$ cat src/logic/fid_pkg.sv
// Constants and types shared by the flash identity and reset command block.
// Assumes a 125 MHz system clock; all link pins are sampled on that clock.
package fid_pkg;

   // ==========================================================
   // Command codes
   localparam logic [7:0] OP_ID = 8'h9F;
   localparam logic [7:0] OP_IDQ = 8'hAF;
   localparam logic [7:0] OP_MD = 8'h90;
   localparam logic [7:0] OP_UID = 8'h4B;
   localparam logic [7:0] OP_PTAB = 8'h5A;
   localparam logic [7:0] OP_NOP = 8'h00;
   localparam logic [7:0] OP_ARM = 8'h66;
   localparam logic [7:0] OP_RST = 8'h99;
   localparam logic [7:0] OP_SECP = 8'h62;

   // ==========================================================
   // Frame shape
   localparam logic [5:0] SPI_OP_LAST = 6'h07;
   localparam logic [5:0] QPI_OP_LAST = 6'h01;
   localparam logic [5:0] SPI_ADDR_LAST = 6'h17;
   localparam logic [5:0] QPI_ADDR_LAST = 6'h05;
   localparam logic [5:0] DUMMY_DEF = 6'h08;
   localparam logic [5:0] PTAB_DUMMY = 6'h08;
   localparam logic [2:0] SPI_STEP_LAST = 3'h7;
   localparam logic [2:0] QPI_STEP_LAST = 3'h1;
   localparam logic [7:0] ID_LAST_IDX = 8'h02;
   localparam logic [7:0] FILL_BYTE = 8'hFF;

   // ==========================================================
   // Read parameter layout and reset value
   localparam int RP_DUMMY_LO = 3;
   localparam int RP_DUMMY_HI = 6;
   localparam logic [7:0] RP_RESET = 8'h00;

   // ==========================================================
   // Timing
   localparam int CLK_NS = 8;
   localparam int T_RST_NS = 100;
   localparam int RST_LOW_CYC = (T_RST_NS + CLK_NS - 1) / CLK_NS;
   localparam logic [3:0] RST_LOW_LAST = 4'(RST_LOW_CYC - 1);
   localparam int T_HOLD_US = 35;
   localparam int HOLD_CYC = (T_HOLD_US * 1000 + CLK_NS - 1) / CLK_NS;

   // ==========================================================
   // Types
   typedef enum logic [2:0] {FID_CMD, FID_ADDR, FID_DUMMY, FID_DATA,
                             FID_SKIP} fid_phase_e;

   typedef struct packed {
      logic [7:0] op;
      logic [23:0] addr;
   } fid_cmd_s;

endpackage : fid_pkg

$ cat src/logic/fid_core.sv
// Identity, unique number, parameter table, reset and security row guard.
// Assumes pins arrive asynchronously; config inputs are on clk.
`timescale 1ns/1ps

// ==========================================================
// Output byte FIFO
module fid_fifo #(
   parameter int W = 8,
   parameter int D = 4
) (
   input wire logic clk,
   input wire logic rst_n,
   input wire logic flush,
   input wire logic in_valid,
   output logic in_ready,
   input wire logic [W-1:0] in_data,
   output logic out_valid,
   input wire logic out_ready,
   output logic [W-1:0] out_data
);
   localparam int AW = $clog2(D);
   logic [W-1:0] mem [D];
   logic [AW:0] wp;
   logic [AW:0] rp;

   // Full when pointers differ only in the wrap bit
   assign in_ready = (wp ^ rp) != {1'b1, {AW{1'b0}}};
   assign out_valid = wp != rp;
   assign out_data = mem[rp[AW-1:0]];

   // Write side
   always_ff @(posedge clk)
   begin
      if (in_valid && in_ready)
      begin
         mem[wp[AW-1:0]] <= in_data;
      end
   end

   // Pointers
   always_ff @(posedge clk or negedge rst_n)
   begin
      if (!rst_n)
      begin
         wp <= '0;
         rp <= '0;
      end
      else if (flush)
      begin
         wp <= '0;
         rp <= '0;
      end
      else
      begin
         if (in_valid && in_ready)
            wp <= wp + 1'b1;
         if (out_valid && out_ready)
            rp <= rp + 1'b1;
      end
   end
endmodule : fid_fifo

// What this block does
// (RULE_01) ID command returns maker then type code
// (RULE_02) Output bits change on clock falling edge
// (RULE_03) ID bytes loop while chip select low
// (RULE_04) Host sends 90h, two dummies, address byte
// (RULE_05) Address bit 0 picks maker or device first
// (RULE_06) Maker and device bytes alternate until deselect
// (RULE_07) Unique read: 4Bh, address, dummies, 16 bytes
// (RULE_08) Unique number repeats while clock toggles
// (RULE_09) Low nibble starts; bits 8..4 must be zero
// (RULE_10) Table read: 5Ah, address, eight dummies, data
// (RULE_11) Four-line table read also uses eight dummies
// (RULE_12) No-operation only cancels the reset arm
// (RULE_13) Reset needs arm frame then reset frame
// (RULE_14) Software reset reloads volatile read parameters
// (RULE_15) Reset pin honoured per pin kind and mode
// (RULE_16) Reset pin low 100ns quiets the device
// (RULE_17) Host waits 35us after hardware reset
// (RULE_18) Reset during write aborts that operation
// (RULE_19) Resets leave status and function registers
// (RULE_20) Security program rejected while write busy
// (RULE_21) Security rows at middle byte 00h..30h
// (RULE_22) Locked security row cannot be programmed
module fid_core #(
   parameter logic [7:0] MAKER_CODE = 8'hA5,      // Arbitrary value
   parameter logic [7:0] DEVICE_CODE = 8'h5A,     // Arbitrary value
   parameter logic [15:0] TYPE_CODE = 16'h1234,   // Arbitrary value
   parameter int HOLD_CYCLES = fid_pkg::HOLD_CYC
) (
   input wire logic clk,
   input wire logic rst_n,
   input wire logic sck,
   input wire logic cs_n,
   input wire logic [3:0] io_in,
   output logic [3:0] io_out,
   output logic [3:0] io_oe,
   input wire logic reset_pin_n,
   input wire logic qpi_mode,
   input wire logic quad_lines_enable,
   input wire logic pause_or_reset_select,
   input wire logic reset_pin_shared,
   input wire logic dedicated_reset_disable,
   input wire logic write_busy,
   input wire logic [3:0] security_row_lock_bit,
   input wire logic [7:0] nv_read_params,
   input wire logic rp_wr,
   input wire logic [7:0] rp_wdata,
   input wire logic [127:0] uid_value,
   output logic [7:0] read_params,
   output logic sw_reset_pulse,
   output logic hw_reset_active,
   output logic pdown_release,
   output logic op_abort,
   output logic sec_prog_start,
   output logic sec_prog_reject,
   output logic [1:0] sec_prog_row,
   output logic [7:0] sec_prog_byte
);
   // ==========================================================
   // Pin synchronisers and edge detect
   logic sck_m, sck_s, sck_d, cs_m, cs_s, cs_d, rpin_m, rpin_s;
   logic [3:0] io_m, io_s;

   always_ff @(posedge clk or negedge rst_n)
   begin
      if (!rst_n)
      begin
         {sck_m, sck_s, sck_d} <= 3'h0;
         {cs_m, cs_s, cs_d} <= 3'h7;
         {rpin_m, rpin_s} <= 2'h3;
         io_m <= 4'h0;
         io_s <= 4'h0;
      end
      else
      begin
         {sck_m, sck_s, sck_d} <= {sck, sck_m, sck_s};
         {cs_m, cs_s, cs_d} <= {cs_n, cs_m, cs_s};
         {rpin_m, rpin_s} <= {reset_pin_n, rpin_m};
         io_m <= io_in;
         io_s <= io_m;
      end
   end

   logic sck_rise, sck_fall, frame_end, ignore;
   assign sck_rise = sck_s & ~sck_d;
   assign sck_fall = ~sck_s & sck_d;
   assign frame_end = cs_s & ~cs_d;

   // ==========================================================
   // Command decode helpers
   fid_pkg::fid_phase_e phase;
   fid_pkg::fid_cmd_s cmd;
   logic [5:0] cnt, need_dummy, dummy_cfg;
   logic [7:0] in_sh, next_sh;
   logic [23:0] next_addr;
   logic op_done;

   // First phase after the opcode
   function automatic fid_pkg::fid_phase_e fid_start(input logic [7:0] op,
                                                     input logic q);
      case (op)
         fid_pkg::OP_ID: fid_start = q ? fid_pkg::FID_SKIP
                                       : fid_pkg::FID_DATA; // see RULE_01
         fid_pkg::OP_IDQ: fid_start = q ? fid_pkg::FID_DATA
                                        : fid_pkg::FID_SKIP;
         fid_pkg::OP_MD, fid_pkg::OP_UID,
         fid_pkg::OP_PTAB, fid_pkg::OP_SECP: fid_start = fid_pkg::FID_ADDR;
         default: fid_start = fid_pkg::FID_SKIP;
      endcase
   endfunction : fid_start

   // Parameter table contents; unlisted addresses read as fill
   function automatic logic [7:0] fid_ptab(input logic [7:0] a);
      case (a)
         8'h00: fid_ptab = 8'h53;
         8'h01: fid_ptab = 8'h46;
         8'h02: fid_ptab = 8'h44;
         8'h03: fid_ptab = 8'h50;
         default: fid_ptab = fid_pkg::FILL_BYTE;
      endcase
   endfunction : fid_ptab

   // Byte number idx of the answer to command c
   function automatic logic [7:0] fid_byte(input fid_pkg::fid_cmd_s c,
                                           input logic [7:0] idx,
                                           input logic [127:0] uid);
      logic [3:0] k;
      k = 4'hF - (c.addr[3:0] + idx[3:0]);
      case (c.op)
         fid_pkg::OP_ID, fid_pkg::OP_IDQ:
            if (idx == 8'h00)
               fid_byte = MAKER_CODE;          // see RULE_01
            else if (idx == 8'h01)
               fid_byte = TYPE_CODE[15:8];
            else
               fid_byte = TYPE_CODE[7:0];
         fid_pkg::OP_MD:
            fid_byte = (idx[0] ^ c.addr[0]) ? DEVICE_CODE
                                            : MAKER_CODE; // see RULE_05
         fid_pkg::OP_UID:
            if (c.addr[8:4] != 5'h00)
               fid_byte = fid_pkg::FILL_BYTE;  // see RULE_09
            else
               fid_byte = uid[{k, 3'b000} +: 8]; // see RULE_07
         fid_pkg::OP_PTAB: fid_byte = fid_ptab(c.addr[7:0] + idx);
         default: fid_byte = fid_pkg::FILL_BYTE;
      endcase
   endfunction : fid_byte

   // Shift paths and dummy length
   always_comb
   begin
      next_sh = qpi_mode ? {in_sh[3:0], io_s} : {in_sh[6:0], io_s[0]};
      next_addr = qpi_mode ? {cmd.addr[19:0], io_s}
                           : {cmd.addr[22:0], io_s[0]};
      dummy_cfg = {2'b00, read_params[fid_pkg::RP_DUMMY_HI:
                                      fid_pkg::RP_DUMMY_LO]};
      if (dummy_cfg == 6'h00)
         dummy_cfg = fid_pkg::DUMMY_DEF;
      if (cmd.op == fid_pkg::OP_UID)
         need_dummy = dummy_cfg;                // see RULE_07
      else if (cmd.op == fid_pkg::OP_PTAB)
         need_dummy = fid_pkg::PTAB_DUMMY;      // see RULE_10, RULE_11
      else
         need_dummy = 6'h00;
   end

   // ==========================================================
   // Frame sequencer, bits taken on rising clock edges
   always_ff @(posedge clk or negedge rst_n)
   begin
      if (!rst_n)
      begin
         phase <= fid_pkg::FID_CMD;
         cnt <= 6'h00;
         in_sh <= 8'h00;
         cmd <= '0;
         op_done <= 1'b0;
      end
      else if (ignore || cs_s)
      begin
         phase <= fid_pkg::FID_CMD;
         cnt <= 6'h00;
         if (cs_d || ignore)
            op_done <= 1'b0;
      end
      else if (sck_rise)
      begin
         cnt <= cnt + 6'h01;
         case (phase)
            fid_pkg::FID_CMD:
            begin
               in_sh <= next_sh;
               if (cnt == (qpi_mode ? fid_pkg::QPI_OP_LAST
                                    : fid_pkg::SPI_OP_LAST))
               begin
                  cmd.op <= next_sh;
                  op_done <= 1'b1;
                  cnt <= 6'h00;
                  phase <= fid_start(next_sh, qpi_mode);
               end
            end
            fid_pkg::FID_ADDR:
            begin
               cmd.addr <= next_addr;              // see RULE_04
               if (cnt == (qpi_mode ? fid_pkg::QPI_ADDR_LAST
                                    : fid_pkg::SPI_ADDR_LAST))
               begin
                  cnt <= 6'h00;
                  phase <= (need_dummy == 6'h00) ? fid_pkg::FID_DATA
                                                 : fid_pkg::FID_DUMMY;
               end
            end
            fid_pkg::FID_DUMMY:
               if (cnt == need_dummy - 6'h01)      // see RULE_11
               begin
                  cnt <= 6'h00;
                  phase <= fid_pkg::FID_DATA;
               end
            default:
               cnt <= 6'h00;
         endcase
      end
   end

   // ==========================================================
   // Byte producer into the FIFO
   logic is_read, push, pop, f_ready, f_valid;
   logic [7:0] pidx, push_data, f_data;
   assign is_read = (phase == fid_pkg::FID_DATA) &&
                    (cmd.op != fid_pkg::OP_SECP);
   assign push = is_read && f_ready && !cs_s && !ignore;
   assign push_data = fid_byte(cmd, pidx, uid_value);

   always_ff @(posedge clk or negedge rst_n)
   begin
      if (!rst_n)
         pidx <= 8'h00;
      else if (cs_s || ignore)
         pidx <= 8'h00;
      else if (push)
      begin
         if ((cmd.op == fid_pkg::OP_ID || cmd.op == fid_pkg::OP_IDQ) &&
             pidx == fid_pkg::ID_LAST_IDX)
            pidx <= 8'h00;                         // see RULE_03
         else
            pidx <= pidx + 8'h01;                  // see RULE_06, RULE_08
      end
   end

   fid_fifo #(.W(8), .D(4)) u_fifo (
      .clk(clk),
      .rst_n(rst_n),
      .flush(cs_s || ignore),
      .in_valid(push),
      .in_ready(f_ready),
      .in_data(push_data),
      .out_valid(f_valid),
      .out_ready(pop),
      .out_data(f_data)
   );

   // ==========================================================
   // Output shifter, changes on falling clock edges
   logic [7:0] sh;
   logic [2:0] bcnt;
   logic out_on;
   assign pop = sck_fall && is_read && bcnt == 3'h0 && !cs_s && !ignore;

   always_ff @(posedge clk or negedge rst_n)
   begin
      if (!rst_n)
      begin
         sh <= 8'h00;
         bcnt <= 3'h0;
         out_on <= 1'b0;
      end
      else if (cs_s || ignore)
      begin
         bcnt <= 3'h0;
         out_on <= 1'b0;
      end
      else if (sck_fall && is_read)
      begin
         out_on <= 1'b1;
         if (bcnt == 3'h0)
         begin
            sh <= f_valid ? f_data : fid_pkg::FILL_BYTE; // see RULE_02
            bcnt <= qpi_mode ? fid_pkg::QPI_STEP_LAST
                             : fid_pkg::SPI_STEP_LAST;
         end
         else
         begin
            sh <= qpi_mode ? {sh[3:0], 4'h0} : {sh[6:0], 1'b0};
            bcnt <= bcnt - 3'h1;
         end
      end
   end

   // Pins are released during a hardware reset
   assign io_out = qpi_mode ? sh[7:4] : {2'b00, sh[7], 1'b0};
   assign io_oe = out_on ? (qpi_mode ? 4'hF : 4'h2) : 4'h0; // see RULE_16

   // ==========================================================
   // Software reset arm and reset
   logic arm, sw_go, hw_go;
   assign sw_go = frame_end && op_done && !ignore &&
                  cmd.op == fid_pkg::OP_RST && arm;

   always_ff @(posedge clk or negedge rst_n)
   begin
      if (!rst_n)
      begin
         arm <= 1'b0;
         sw_reset_pulse <= 1'b0;
      end
      else
      begin
         sw_reset_pulse <= sw_go;                  // see RULE_13
         if (ignore)
            arm <= 1'b0;
         else if (frame_end && op_done)
            arm <= cmd.op == fid_pkg::OP_ARM;      // see RULE_12, RULE_13
      end
   end

   // Volatile read parameters; freeze and sector lock live elsewhere
   always_ff @(posedge clk or negedge rst_n)
   begin
      if (!rst_n)
         read_params <= fid_pkg::RP_RESET;
      else if (hw_reset_active)
         read_params <= fid_pkg::RP_RESET;         // see RULE_16
      else if (sw_go)
         read_params <= nv_read_params;            // see RULE_14, RULE_19
      else if (rp_wr)
         read_params <= rp_wdata;
   end

   // ==========================================================
   // Hardware reset pin filter and hold-off
   logic honour, rst_low;
   logic [3:0] low_cnt;
   logic [12:0] hold_cnt;
   assign honour = reset_pin_shared ?
                   (!qpi_mode && !quad_lines_enable && pause_or_reset_select)
                   : !dedicated_reset_disable;     // see RULE_15
   assign rst_low = !rpin_s && honour;
   assign hw_go = rst_low && low_cnt == fid_pkg::RST_LOW_LAST &&
                  !hw_reset_active;
   assign ignore = hw_reset_active || hold_cnt != 13'h0000;

   always_ff @(posedge clk or negedge rst_n)
   begin
      if (!rst_n)
      begin
         low_cnt <= 4'h0;
         hold_cnt <= 13'h0000;
         hw_reset_active <= 1'b0;
         pdown_release <= 1'b0;
      end
      else
      begin
         if (!rst_low)
            low_cnt <= 4'h0;
         else if (low_cnt != fid_pkg::RST_LOW_LAST)
            low_cnt <= low_cnt + 4'h1;
         hw_reset_active <= hw_go || (hw_reset_active && rst_low);
         pdown_release <= hw_go;                   // see RULE_16
         if (hw_reset_active)
            hold_cnt <= 13'(HOLD_CYCLES);          // see RULE_17
         else if (hold_cnt != 13'h0000)
            hold_cnt <= hold_cnt - 13'h0001;
      end
   end

   // Abort of a running write
   always_ff @(posedge clk or negedge rst_n)
   begin
      if (!rst_n)
         op_abort <= 1'b0;
      else
         op_abort <= (hw_go || sw_go) && write_busy; // see RULE_18
   end

   // ==========================================================
   // Security row program guard, judged when the frame closes
   logic row_ok;
   assign row_ok = cmd.addr[23:16] == 8'h00 && cmd.addr[15:14] == 2'b00 &&
                   cmd.addr[11:8] == 4'h0;         // see RULE_21

   always_ff @(posedge clk or negedge rst_n)
   begin
      if (!rst_n)
      begin
         sec_prog_start <= 1'b0;
         sec_prog_reject <= 1'b0;
         sec_prog_row <= 2'b00;
         sec_prog_byte <= 8'h00;
      end
      else
      begin
         sec_prog_start <= 1'b0;
         sec_prog_reject <= 1'b0;
         if (frame_end && !ignore && cmd.op == fid_pkg::OP_SECP &&
             phase == fid_pkg::FID_DATA)
         begin
            sec_prog_row <= cmd.addr[13:12];
            sec_prog_byte <= cmd.addr[7:0];
            if (!write_busy && row_ok &&
                !security_row_lock_bit[cmd.addr[13:12]]) // see RULE_22
               sec_prog_start <= 1'b1;
            else
               sec_prog_reject <= 1'b1;            // see RULE_20
         end
      end
   end

   // ==========================================================
   // Checks
   a_out_on_fall: assert property (@(posedge clk) disable iff (!rst_n)
      $changed(sh) |-> $past(sck_fall)) // see RULE_02
      else $error("output changed away from a falling edge");
   a_md_first: assert property (@(posedge clk) disable iff (!rst_n)
      push && cmd.op == fid_pkg::OP_MD && pidx == 8'h00 |->
      push_data == (cmd.addr[0] ? DEVICE_CODE : MAKER_CODE)) // see RULE_05
      else $error("wrong first byte of maker/device answer");
   a_id_loop: assert property (@(posedge clk) disable iff (!rst_n)
      push && cmd.op == fid_pkg::OP_ID && pidx == 8'h02 |=>
      pidx == 8'h00) // see RULE_03
      else $error("identity sequence did not restart");
   a_uid_bad: assert property (@(posedge clk) disable iff (!rst_n)
      push && cmd.op == fid_pkg::OP_UID && cmd.addr[8:4] != 5'h00 |->
      push_data == fid_pkg::FILL_BYTE) // see RULE_09
      else $error("unique number sent for bad address");
   a_ptab_dummy: assert property (@(posedge clk) disable iff (!rst_n)
      sck_rise && !cs_s && !ignore && phase == fid_pkg::FID_DUMMY &&
      cmd.op == fid_pkg::OP_PTAB && cnt == 6'h07 |=>
      phase == fid_pkg::FID_DATA) // see RULE_11
      else $error("table read dummy count wrong");
   a_sw_armed: assert property (@(posedge clk) disable iff (!rst_n)
      sw_reset_pulse |-> $past(arm) && $past(cmd.op) == fid_pkg::OP_RST)
      // see RULE_13
      else $error("software reset without arm");
   a_nop_cancel: assert property (@(posedge clk) disable iff (!rst_n)
      frame_end && op_done && cmd.op == fid_pkg::OP_NOP |=> !arm)
      // see RULE_12
      else $error("no-operation left reset armed");
   a_sw_reload: assert property (@(posedge clk) disable iff (!rst_n)
      sw_go && !hw_reset_active |=> read_params == $past(nv_read_params))
      // see RULE_14
      else $error("read parameters not reloaded");
   a_hw_quiet: assert property (@(posedge clk) disable iff (!rst_n)
      $rose(hw_reset_active) |-> $past(rst_low, 13) ##1 io_oe == 4'h0)
      // see RULE_16
      else $error("hardware reset filter or pin release wrong");
   a_sec_guard: assert property (@(posedge clk) disable iff (!rst_n)
      sec_prog_start |-> !$past(write_busy) &&
      !security_row_lock_bit[sec_prog_row]) // see RULE_20, RULE_22
      else $error("security program accepted while busy or locked");
   a_abort_busy: assert property (@(posedge clk) disable iff (!rst_n)
      op_abort |-> $past(write_busy)) // see RULE_18
      else $error("abort without running write");
endmodule : fid_core

$ cat config.mk
export PLATFORM = sky130hd
export DESIGN_NAME = fid_core
export DESIGN_NICKNAME = d
export VERILOG_FILES = /design/src/logic/fid_pkg.sv /design/src/logic/fid_core.sv
export SDC_FILE = /design/constraint.sdc
export NUM_CORES = 1
export LEC_CHECK = 0
export ABC_AREA = 0
export BUFFER_PORTS_ARGS = -buffer_cell sky130_fd_sc_hd__buf_2
export CAP_MARGIN = 20
export CORE_MARGIN = 3
export CORE_UTILIZATION = 30
export DETAILED_ROUTE_END_ITERATION = 7
export GPL_ROUTABILITY_DRIVEN = 0
export GPL_TIMING_DRIVEN = 0
export SLEW_MARGIN = 10
export SYNTH_ARGS = -nofsm -noshare
export SYNTH_HDL_FRONTEND = slang
export SYNTH_SLANG_ARGS = --single-unit
$ cat constraint.sdc
create_clock -name clk -period 7.9 [get_ports clk]
set_input_delay 1.58 -clock clk [delete_from_list [all_inputs] [get_ports clk]]
set_output_delay 1.58 -clock clk [all_outputs]
set_load 0.005 [all_outputs]
==> metrics.md <==
| Metric | Value |
|---|---|
| DRC errors left | 0 |
| Overall die area | 34500 um2 |
| Final cycle utilization of the critical path | 0.747 |
| Fin. Hold Viols | 0 |
| Slew HR | 0.356 |
| Most used cell, CP | clkbuf_1 |
| Hold path startpoint | io_m[3]$_DFF_PN0_ |
| Slew Viols, Final | 0 |
| Die H | 186 um |
| Synth Cell Area | 9700 um2 |
| Post-synth ARST share | 0.806 |
| CTS tree | done |
| RR Startpoint | cmd[0]$_DFFE_PN0P_ |
| Worst-margin pin slew | 0.959 ns |
| WP buf/inv | 5 |
| Placed wire-length estimate | 20000 um |
| Core area | 31700 um2 |
| Critical Path AT | 4.32 ns |
| Post-CTS sizing | 0 |
| Status | completed |
| Critical-path top delay cell | clkbuf_1 |
| P per Cell Area | 167 nW/um2 |
| Hold Path Stages | 0 |
| Vias | 7638 |
| Post-synth EDFFs | 32 |
| Routed Antenna Nets | 0 |
| Overflow after GRT | 0 |
| WL/cell | 17.3 um |
| Pre-antenna DRT Iters | 5 |
| GR Layer Usage met3 | 0.0248 |
| YS warnings | 0 |
| Initial drt markers | 369 |
| Synth top area cells | dfrtp_1, mux4_2, edfxtp_1 |
| Main combinational cell family by area after synthesis | multiplexers |
| Antenna Cells | 0 |
| Layout cell share with drive strength beyond 1 | 0.309 |
| Post-Synth Adder-Cell Area | 0.0343 |
| Met2 GRT Util | 0.267 |
| Pin count of the biggest net entering global routing | 81 |
| XOR/XNOR Fraction of Synth Area | 0.0316 |
| Reg-to-reg slack, setup | 3.89 ns |
| Type of the most critical hold path | flip-flop to flip-flop |
| Most common cell in the netlist | dfrtp_1 |
| Worst skew pair latency | 0.43 ns |
| Grt met1 use | 0.187 |
| Crit Path Category | primary input to primary output |
| Post-synthesis mux area share | 0.194 |
| Final setup TNS | 0 ns |
| Number of vias per cell | 5.12 |
| Nets | 1266 |
| Final WL | 25900 um |
| Min Tclk post-route | 5.90 ns |
| IO Port Bufs | 193 |
| Synth Area in Simple Gates | 0.153 |
| Area share of the largest cell type after synthesis | 0.330 |
| DIE WIDTH | 186 um |
| Hold Path Sink | io_s[3]$_DFF_PN0_ |
| Sequential share of the synthesized area | 0.443 |
| CP max FO | 10 |
| Worst-path cell chain | clkbuf_1 -> clkbuf_1 -> buf_1 -> clkbuf_1 -> mux2_2 -> buf_2 |
| Mapped Cells | 861 |
| H-tree depth | 4 |
| Busiest layer in global routing | met2 |
| Clk_skew | 0.00800 ns |
| Largest stage delay on the critical path | 0.68 ns |
| Fin util | 0.371 |
| Worst Reg-to-Reg Cells | 7 |
| FP Rows | 65 |
| Vias in the first global route | 7622 |
| # clock sinks | 165 |
| RR Endpoint | u_fifo.mem[1][4]$_DFFE_PP_ |
| First-pass GRT wire length | 40700 um |
| Starting Density | 0.306 |
| CP Data Required Time | 6.32 ns |
| MaxCap Viol Count | 0 |
| Tot GR Track Use | 0.151 |
| Setup Fix Bufs, Post-CTS | 0 |
| Post-Syn Nets | 1051 |
| Post-CTS Hold Buffers | 0 |
| Clock Tree Buf Depth | 2 |
| FF+latch count, synth | 165 |
| Area grow syn2layout | 21.3% |
| Clk pin slew, worst setup/hold paths | 0.06 ns |
| Num ports | 196 |
| Post-synth top cells | dfrtp_1, nand2_1, nor2_1 |
| Initial antenna violation count | 0 |
| Total CTS buffers | 17 |
| Synth area leader | dfrtp_1 |
| Leak | 0.00508 uW |
| Setup violators final | 0 |
| Worst setup EP type | primary output |
| RSZ-0062 raised after global routing | false |
| Dominant synthesized flop cell | dfrtp_1 |
| CTS root buf | clkbuf_16 |
| Yosys cell types | 83 |
| CP Launch Type | primary input |
| Max Freq | 170 MHz |
| VDD IR-drop max | 0.130 mV |
| Synth Area in Compound Gates | 0.114 |
| CP delay by family, top | buffers and inverters |
| Avg Cell Area, Syn | 11.3 um2 |
kinds of logic (layout without fill, tap and decap cells):
logic type                 after synthesis  after routing
DFF                                    165            165
AOI/OAI and AO/OA                      164            164
buffers and inverters                   71            299
muxes                                  119            119
and+or+nand+nor                        281            281
adders and majority gates               26             26
xor gates and xnor gates                35             35
layer usage:
layer	wire [um]	part of all wire
met5	0	0
met4	601	0.023
met3	1120	0.043
met2	13000	0.50
met1	11100	0.43
cell type report:
type / count / area [um2]
flip-flops and latches: 165 / 4300
clock inverters: 14 / 120
repair buffers: 196 / 1010
plain buffers: 44 / 190
fillers: 3133 / 20000
clock buffers: 18 / 429
multi-input cells: 625 / 5120
inverters: 27 / 101
well taps: 402 / 503
power by group:
group          internal [uW]  switching [uW]
sequential               912            44.4
clock                    413             369
combinational            119             111
cells in the final DEF, fill, tap and decap left out, types with 6 or more instances in the layout:
cell | netlist | routed
buf_2 | 2 | 195
dfrtp_1 | 128 | 128
nand2_1 | 80 | 80
nor2_1 | 58 | 58
mux4_2 | 49 | 49
mux2i_1 | 42 | 42
o21ai_0 | 41 | 41
clkbuf_1 | 32 | 33
edfxtp_1 | 32 | 32
inv_1 | 27 | 27
ha_1 | 25 | 25
nor3_1 | 22 | 22
o21ai_1 | 22 | 22
a21oi_1 | 21 | 21
nand3_1 | 19 | 19
xnor2_1 | 19 | 18
clkbuf_16 | 0 | 17
xor2_1 | 16 | 16
mux2_2 | 15 | 15
and2_1 | 13 | 13
nor2b_1 | 12 | 12
nand2b_1 | 11 | 11
nor4_1 | 11 | 11
mux2_4 | 10 | 10
o21a_1 | 9 | 9
a211oi_2 | 9 | 9
o31ai_1 | 9 | 9
a211oi_1 | 7 | 7
nand4_1 | 7 | 7
a21o_1 | 6 | 6
and3_1 | 6 | 6
worst max path at each step:
stage               startpoint  slack, ns         to  cells past startpoint
floorplan             qpi_mode       2.98  io_out[1]                      5
global placement      qpi_mode       1.93  io_out[1]                      6
detailed placement    qpi_mode       1.93  io_out[1]                      6
CTS                   qpi_mode       1.94  io_out[1]                      6
global route          qpi_mode       1.80  io_out[1]                      6
finish                qpi_mode       2.00  io_out[1]                      6
metrics by stage:
| step | setup slack [ns] | power (uW) | std cells | hold WS (ns) | cell area [um2] |
|---|---|---|---|---|---|
| global placement | 1.93 | 1200 | 1456 | 0.339 | 11200 |
| global route | 1.80 | 2060 | 1491 | 0.360 | 11800 |
| detailed placement | 1.93 | 1210 | 1458 | 0.341 | 11200 |
| CTS | 1.94 | 1990 | 1490 | 0.359 | 11800 |
| floorplan | 2.98 | 1100 | 861 | 0.331 | 9700 |
| finish | 2.00 | 1970 | 1491 | 0.352 | 11800 |
flip-flops by register name, summed over array words and instances (netlist names), 3 cells and up:
| register | cells |
|---|---|
| bcnt | 3 |
| read_params | 8 |
| cmd | 32 |
| hold_cnt | 13 |
| io_m | 4 |
| io_s | 4 |
| in_sh | 7 |
| sec_prog_byte | 8 |
| low_cnt | 4 |
| u_fifo.rp | 3 |
| phase | 3 |
| u_fifo.wp | 3 |
| cnt | 6 |
| pidx | 8 |
| sh | 8 |
| u_fifo.mem | 32 |
(Power assumes the default switching activity.)
